==> src/core/bzt_pkg.sv <==
`default_nettype none
package bzt_pkg;

  // Register port geometry
  localparam int          ADDR_W = 3;
  localparam int          DATA_W = 8;

  // Register offsets, one per address
  localparam logic [2:0]  ADDR_TONE_CTRL = 3'h0;
  localparam logic [2:0]  ADDR_PA_DIR    = 3'h1;
  localparam logic [2:0]  ADDR_PA_DATA   = 3'h2;
  localparam logic [2:0]  ADDR_TB_SRC    = 3'h3;
  localparam logic [2:0]  ADDR_STATUS    = 3'h4;

  // Reset values
  localparam logic [7:0]  RST_TONE_CTRL  = 8'h00;
  localparam logic [7:0]  RST_PA_DIR     = 8'hff;
  localparam logic [7:0]  RST_PA_DATA    = 8'h00;
  localparam logic [1:0]  RST_TB_SRC     = 2'h2;
  localparam logic [7:0]  READ_ZERO      = 8'h00;

  // Field positions inside tone_control_reg
  localparam int          SEL_HI_POS     = 4;
  localparam int          SEL_LO_POS     = 3;
  localparam int          DIVSEL_MSB     = 2;
  localparam int          DIVSEL_LSB     = 0;

  // Bit positions of the two shared port pins
  localparam int          PIN6_POS       = 6;
  localparam int          PIN7_POS       = 7;

  // Status register layout
  localparam int          ST_PIN6_POS    = 0;
  localparam int          ST_PIN7_POS    = 1;
  localparam int          ST_TONE_POS    = 2;

  // Pin selection codes
  localparam logic [1:0]  PSEL_PORT      = 2'h0;
  localparam logic [1:0]  PSEL_SINGLE    = 2'h1;
  localparam logic [1:0]  PSEL_RESERVED  = 2'h2;
  localparam logic [1:0]  PSEL_PAIR      = 2'h3;

  // Timebase source codes
  localparam logic [1:0]  TB_XTAL        = 2'h0;
  localparam logic [1:0]  TB_RC          = 2'h1;
  localparam logic [1:0]  TB_SYSDIV      = 2'h2;

  // System clock prescale for the timebase, and tone counter width
  localparam int          SYS_PRESCALE   = 4;
  localparam logic [1:0]  PRESCALE_LAST  = 2'(SYS_PRESCALE - 1);
  localparam int          TONE_CNT_W     = 9;
  localparam logic [3:0]  DIV_EXP_BASE   = 4'h2;

  // Drive of one shared pin
  typedef struct packed {
    logic out;
    logic oe;
  } bzt_pin_t;

  // Counter mask covering one full tone period
  function automatic logic [TONE_CNT_W-1:0] bzt_period_mask(
    input logic [2:0] sel
  );
    logic [3:0] expo;
    expo = {1'b0, sel} + DIV_EXP_BASE;
    return TONE_CNT_W'((32'h1 << expo) - 32'h1);
  endfunction

endpackage
`default_nettype wire

==> src/core/bzt_top.sv <==
// Behaviour
// - Pin select 00 port pins, 01 tone on first pin, 11 pair, 10 reserved
// - Tone equals timebase clock over two to the power of field plus two
// - In pair mode first pin data bit gates both; low forces both low
// - Second pin data bit never affects the complementary tone
// - Single mode: first pin as output tones when data high, else low
// - A pin set as input is always an input, whatever the selection
// - Second pin of the pair carries the inverse of the first pin tone
// - Timebase from external crystal, internal RC, or system clock over four
`default_nettype none
module bzt_top #(
  parameter int CNT_W = bzt_pkg::TONE_CNT_W
) (
  input  wire logic                      i_sys_clk,
  input  wire logic                      i_resetn,
  input  wire logic [bzt_pkg::ADDR_W-1:0] i_addr,
  input  wire logic [bzt_pkg::DATA_W-1:0] i_wdata,
  input  wire logic                      i_wr,
  input  wire logic                      i_rd,
  output logic      [bzt_pkg::DATA_W-1:0] o_rdata,
  input  wire logic                      i_xtal_clk,
  input  wire logic                      i_rc_clk,
  input  wire logic                      i_pa6,
  input  wire logic                      i_pa7,
  output bzt_pkg::bzt_pin_t              o_pa6,
  output bzt_pkg::bzt_pin_t              o_pa7
);
  import bzt_pkg::*;

  logic [7:0] tone_control_reg;
  logic [7:0] port_a_direction_reg;
  logic [7:0] port_a_data_reg;
  logic [1:0] tb_src_reg;
  logic [7:0] rdata_reg;

  // Synchronisers for pins and slow clocks
  logic       pa6_s1_reg, pa6_s2_reg;
  logic       pa7_s1_reg, pa7_s2_reg;
  logic       xt_s1_reg, xt_s2_reg, xt_prev_reg;
  logic       rc_s1_reg, rc_s2_reg, rc_prev_reg;
  logic [1:0] pre_cnt_reg;
  logic       tb_tick;
  logic       tone;
  logic       tone_reg;

  logic [1:0] pin_select;
  logic [2:0] tone_divide_sel;
  logic       dir6, dir7, dat6, dat7;
  logic       tone_on_pin6, pair_mode;
  bzt_pin_t   pa6_next, pa7_next;
  bzt_pin_t   pa6_reg, pa7_reg;

  assign pin_select      = tone_control_reg[SEL_HI_POS:SEL_LO_POS];
  assign tone_divide_sel = tone_control_reg[DIVSEL_MSB:DIVSEL_LSB];
  assign dir6            = port_a_direction_reg[PIN6_POS];
  assign dir7            = port_a_direction_reg[PIN7_POS];
  assign dat6            = port_a_data_reg[PIN6_POS];
  assign dat7            = port_a_data_reg[PIN7_POS];

  // Register writes; all eight control bits kept, upper three unused here
  always_ff @(posedge i_sys_clk) begin
    if (!i_resetn) begin
      tone_control_reg <= RST_TONE_CTRL;
    end else if (i_wr && i_addr == ADDR_TONE_CTRL) begin
      tone_control_reg <= i_wdata;
    end
  end

  // Port direction: one means input
  always_ff @(posedge i_sys_clk) begin
    if (!i_resetn) begin
      port_a_direction_reg <= RST_PA_DIR;
    end else if (i_wr && i_addr == ADDR_PA_DIR) begin
      port_a_direction_reg <= i_wdata;
    end
  end

  // Port data latch
  always_ff @(posedge i_sys_clk) begin
    if (!i_resetn) begin
      port_a_data_reg <= RST_PA_DATA;
    end else if (i_wr && i_addr == ADDR_PA_DATA) begin
      port_a_data_reg <= i_wdata;
    end
  end

  // Timebase source selection
  always_ff @(posedge i_sys_clk) begin
    if (!i_resetn) begin
      tb_src_reg <= RST_TB_SRC;
    end else if (i_wr && i_addr == ADDR_TB_SRC) begin
      tb_src_reg <= i_wdata[1:0];
    end
  end

  // Read data one cycle after the strobe; unmapped reads return zero
  always_ff @(posedge i_sys_clk) begin
    if (!i_resetn) begin
      rdata_reg <= READ_ZERO;
    end else if (i_rd) begin
      if (i_addr == ADDR_TONE_CTRL) begin
        rdata_reg <= tone_control_reg;
      end else if (i_addr == ADDR_PA_DIR) begin
        rdata_reg <= port_a_direction_reg;
      end else if (i_addr == ADDR_PA_DATA) begin
        rdata_reg <= port_a_data_reg;
      end else if (i_addr == ADDR_TB_SRC) begin
        rdata_reg <= {6'h00, tb_src_reg};
      end else if (i_addr == ADDR_STATUS) begin
        rdata_reg <= {5'h00, tone_reg, pa7_s2_reg, pa6_s2_reg};
      end else begin
        rdata_reg <= READ_ZERO;
      end
    end else begin
      rdata_reg <= READ_ZERO;
    end
  end

  assign o_rdata = rdata_reg;

  // Pin input synchronisers; only the second stage is read
  always_ff @(posedge i_sys_clk) begin
    if (!i_resetn) begin
      pa6_s1_reg <= 1'b0;
      pa6_s2_reg <= 1'b0;
      pa7_s1_reg <= 1'b0;
      pa7_s2_reg <= 1'b0;
    end else begin
      pa6_s1_reg <= i_pa6;
      pa6_s2_reg <= pa6_s1_reg;
      pa7_s1_reg <= i_pa7;
      pa7_s2_reg <= pa7_s1_reg;
    end
  end

  // Slow oscillators sampled as data; edge seen after the second stage
  always_ff @(posedge i_sys_clk) begin
    if (!i_resetn) begin
      xt_s1_reg   <= 1'b0;
      xt_s2_reg   <= 1'b0;
      xt_prev_reg <= 1'b0;
      rc_s1_reg   <= 1'b0;
      rc_s2_reg   <= 1'b0;
      rc_prev_reg <= 1'b0;
    end else begin
      xt_s1_reg   <= i_xtal_clk;
      xt_s2_reg   <= xt_s1_reg;
      xt_prev_reg <= xt_s2_reg;
      rc_s1_reg   <= i_rc_clk;
      rc_s2_reg   <= rc_s1_reg;
      rc_prev_reg <= rc_s2_reg;
    end
  end

  // System clock prescaler, free running
  always_ff @(posedge i_sys_clk) begin
    if (!i_resetn) begin
      pre_cnt_reg <= 2'h0;
    end else begin
      pre_cnt_reg <= pre_cnt_reg + 2'h1;
    end
  end

  // Timebase tick: one system cycle per timebase rising edge
  always_comb begin
    if (tb_src_reg == TB_XTAL) begin
      tb_tick = xt_s2_reg && !xt_prev_reg;
    end else if (tb_src_reg == TB_RC) begin
      tb_tick = rc_s2_reg && !rc_prev_reg;
    end else begin
      tb_tick = (pre_cnt_reg == PRESCALE_LAST);
    end
  end

  bzt_divider #(
    .CNT_W (CNT_W)
  ) u_div (
    .i_sys_clk (i_sys_clk),
    .i_resetn  (i_resetn),
    .i_tick    (tb_tick),
    .i_sel     (tone_divide_sel),
    .o_tone    (tone)
  );

  // Reserved select code behaves as plain port pins
  assign tone_on_pin6 = (pin_select == PSEL_SINGLE) ||
                        (pin_select == PSEL_PAIR);
  assign pair_mode    = (pin_select == PSEL_PAIR);

  // Pin drive: direction bit wins, then tone gating by first data bit
  always_comb begin
    pa6_next.oe = !dir6;
    pa7_next.oe = !dir7;
    if (tone_on_pin6) begin
      pa6_next.out = dat6 & tone;
    end else begin
      pa6_next.out = dat6;
    end
    if (pair_mode) begin
      pa7_next.out = dat6 & !tone;
    end else begin
      pa7_next.out = dat7;
    end
  end

  // Registered pin drive keeps outputs glitch free
  always_ff @(posedge i_sys_clk) begin
    if (!i_resetn) begin
      pa6_reg  <= '0;
      pa7_reg  <= '0;
      tone_reg <= 1'b0;
    end else begin
      pa6_reg  <= pa6_next;
      pa7_reg  <= pa7_next;
      tone_reg <= tone;
    end
  end

  assign o_pa6 = pa6_reg;
  assign o_pa7 = pa7_reg;

endmodule
`default_nettype wire

==> src/core/bzt_divider.sv <==
`default_nettype none
module bzt_divider #(
  parameter int CNT_W = bzt_pkg::TONE_CNT_W
) (
  input  wire logic       i_sys_clk,
  input  wire logic       i_resetn,
  input  wire logic       i_tick,
  input  wire logic [2:0] i_sel,
  output logic            o_tone
);
  import bzt_pkg::*;

  logic [CNT_W-1:0] cnt_reg;
  logic [2:0]       sel_act_reg;
  logic [CNT_W-1:0] mask;
  logic             period_end;
  logic [3:0]       half_pos;

  assign mask       = CNT_W'(bzt_period_mask(sel_act_reg));
  assign period_end = i_tick && ((cnt_reg & mask) == mask);
  assign half_pos   = {1'b0, sel_act_reg} + 4'h1;

  // Restart at each period end so high and low halves match
  always_ff @(posedge i_sys_clk) begin
    if (!i_resetn) begin
      cnt_reg <= '0;
    end else if (period_end) begin
      cnt_reg <= '0;
    end else if (i_tick) begin
      cnt_reg <= cnt_reg + CNT_W'(1);
    end
  end

  // New ratio only at a period boundary, so no runt pulse
  always_ff @(posedge i_sys_clk) begin
    if (!i_resetn) begin
      sel_act_reg <= 3'h0;
    end else if (period_end) begin
      sel_act_reg <= i_sel;
    end
  end

  // Upper half of the period is high: 50 percent duty
  assign o_tone = cnt_reg[half_pos];

endmodule
`default_nettype wire

==> config.mk <==
export PLATFORM = sky130hd
export DESIGN_NAME = bzt_top
export DESIGN_NICKNAME = d
export VERILOG_FILES = /design/src/core/bzt_pkg.sv /design/src/core/bzt_top.sv /design/src/core/bzt_divider.sv
export SDC_FILE = /design/constraint.sdc
export NUM_CORES = 1
export LEC_CHECK = 0
export ABC_AREA = 1
export BUFFER_PORTS_ARGS = -buffer_cell sky130_fd_sc_hd__buf_2
export CORE_ASPECT_RATIO = 2
export CORE_UTILIZATION = 45
export DETAILED_ROUTE_END_ITERATION = 10
export SETUP_SLACK_MARGIN = 0.15
export SYNTH_ARGS = -nofsm -noshare
export SYNTH_HDL_FRONTEND = slang
export SYNTH_SLANG_ARGS = --single-unit
export TNS_END_PERCENT = 10
==> constraint.sdc <==
create_clock -name i_sys_clk -period 4.7 [get_ports i_sys_clk]
set_input_delay 0.235 -clock i_sys_clk [delete_from_list [all_inputs] [get_ports i_sys_clk]]
set_output_delay 0.235 -clock i_sys_clk [all_outputs]
set_load 0.1 [all_outputs]
==> results.json <==
{
  "outcome": "completed",
  "setup_violations": 0,
  "grt_pass1_vias": 2535,
  "drv_cap": 0,
  "htreeDepth": 3,
  "m1WireLength_um": 2570,
  "root_buffer": "clkbuf_16",
  "crit_fanout": 9,
  "synth_area_um2": 2980,
  "fp.dieH_um": 117,
  "grt_usage": 0.232,
  "io_buffers": 30,
  "ctsResizeCount": 0,
  "area_growth_pct": 17.9,
  "synth_top_area_share": 0.423,
  "postSynthCellCount": 400,
  "die_area_um2": 6970,
  "start_util": 0.468,
  "wire_per_inst_um": 13.4,
  "power_density_nw_per_um2": 371,
  "worstPathArrival_ps": 2750,
  "highest_layer": "met4",
  "synth.distinct_cells": 33,
  "mostFrequentLayoutCell": "nand2_1",
  "period_needed_ps": 2520,
  "die_w_um": 59.5,
  "cp-end-kind": "flop",
  "layout_common_cells": "nand2_1, dfxtp_1, inv_1, nand3_1",
  "ant_nets": 0,
  "synth_ff_type": "dfxtp_1",
  "synthesis.nets": 432,
  "fin_crit_sh": 0.536,
  "io_pins": 31,
  "leakage_nw": 1.55,
  "tightest_slew_ps": 726,
  "clkSlewWorstSetupHoldPaths_ps": 60,
  "clk_latency_ps": 330,
  "power_w": 0.00130,
  "coreArea_um2": 6360,
  "timing.slew.headroom": 0.516,
  "drt_iter0_markers": 153,
  "regArea_um2": 1260,
  "crit_chain": "inv_1, ha_1, nor2_4, nand2_1, ha_1, inv_1, nand2_1, nand3_1, nor2_1, nand2_1, nor2_4, nand2_4, nand2_8, nor2_2",
  "cts_made_buffers": 9,
  "place_congestion": 0.882,
  "fmax_ghz": 0.397,
  "syn_area_per_cell_um2": 7.45,
  "critPathRequiredTime_ps": 4930,
  "path_common_cell": "nand2_1",
  "ir_drop_mv": 0.284,
  "grt_max_degree": 41,
  "drive_gt1_frac": 0.185,
  "largest_reg_flops": 9,
  "slowest_stage": "dfxtp_1",
  "dr.pass1.iters": 4,
  "wl_met2_um": 3920,
  "synth_top_area_cell": "dfxtp_1",
  "post-dp-hpwl_um": 5290,
  "multi_input_area_um2": 1460,
  "num_antenna_cells": 0,
  "yosys-top-cells-area": "dfxtp_1, nand2_1, nand3_1, inv_1, ha_1",
  "grt_pass1_wl_um": 11700,
  "rsz0062_at_grt": "false",
  "seq_area_frac_synth": 0.423,
  "post_cts_buffers": 0,
  "yosys_warnings": 0,
  "async_flop_share": 0,
  "synth-seq-cells": 63,
  "fin_skew_ps": 5.54,
  "cts_tree": "built",
  "hold_path_class": "input port to flop",
  "vias_per_cell": 5.01,
  "critPathKind": "flop to flop",
  "vias": 2630,
  "max_stage_delay_ps": 460,
  "hold_viol_final": 0,
  "wl_um": 7010,
  "grt-ovfl-total": 0,
  "synth_edf_count": 0,
  "antenna_found_initial": 0,
  "met3_length_um": 225,
  "nNetsFinal": 466,
  "hold_buffers": 0,
  "fillers": 656,
  "rows": 41,
  "clock-sinks": 63,
  "slew_viol_final": 0,
  "start_kind": "flop",
  "finalSetupTns_ps": 0,
  "fin_util": 0.552,
  "clockBufferDepth": 2,
  "drc_errors": 0
}
synth_stat cells, types with 5 or more instances:
| library cell | count |
|---|---|
| a21oi_1 | 21 |
| a21oi_2 | 9 |
| a31oi_1 | 7 |
| buf_2 | 5 |
| dfxtp_1 | 63 |
| ha_1 | 13 |
| inv_1 | 50 |
| inv_2 | 8 |
| nand2_1 | 93 |
| nand3_1 | 42 |
| nor2_1 | 30 |
| nor2_4 | 5 |
| o211ai_1 | 6 |
| o21ai_0 | 15 |
| xor2_1 | 5 |
power breakdown:
part,switching (W),leakage (nW),internal (W),total [W]
clock,0.000246,0.143,0.000415,0.000661
sequential,0.00000768,0.513,0.000550,0.000558
combinational,0.0000628,0.895,0.0000230,0.0000859
cell families after synthesis:
logic type / after synthesis / share of synthesized area
AOI/OAI and AO/OA: 64 / 0.131
xor gates and xnor gates: 6 / 0.0176
adders and majority gates: 13 / 0.0546
buffers and inverters: 67 / 0.0865
DFF: 63 / 0.423
and+or+nand+nor: 187 / 0.287
worst paths after layout:
path,from,end,slack (ps),cells past startpoint
max,u_div.sel_act_reg[1],u_div.cnt_reg[6],2180,14
min reg2reg,rc_s1_reg,rc_s2_reg,410,2
min,i_rc_clk,rc_s1_reg,80,3
max reg2reg,u_div.sel_act_reg[1],u_div.cnt_reg[6],2180,14
worst max-delay path: cells and delay by family, from the launching register on:
kind                       cells  cell delay [ps]
buffers and inverters          2              180
DFF                            1              460
adders and majority gates      2              700
and+or+nand+nor               10             1070
stage by stage:
| step | std cells | hold WS, ps | setup slack, ps | area [um^2] |
|---|---|---|---|---|
| detailed placement | 509 | 397 | 2170 | 3210 |
| finish | 525 | 79.7 | 2180 | 3510 |
| CTS | 525 | 75.2 | 2160 | 3510 |
| floorplan | 400 | 333 | 2410 | 2980 |
| global route | 525 | 85.6 | 1930 | 3510 |
| global placement | 509 | 392 | 2230 | 3210 |
routing by layer:
metal / track usage / vias to the layer above
li1: - / 1356
met1: 0.220 / 1196
met2: 0.425 / 60
met3: 0.0604 / 18
met4: 0.144 / 0
met5: 0 / -
final cells by class:
| class | count | area share |
|---|---|---|
| multi-input cells | 270 | 0.416 |
| flip-flops and latches | 63 | 0.359 |
| clock buffers | 9 | 0.0641 |
| inverters | 59 | 0.0630 |
| repair buffers | 31 | 0.0449 |
| well taps | 86 | 0.0306 |
| clock inverters | 7 | 0.0228 |
No activity file was read; power rests on OpenSTA's default activity.
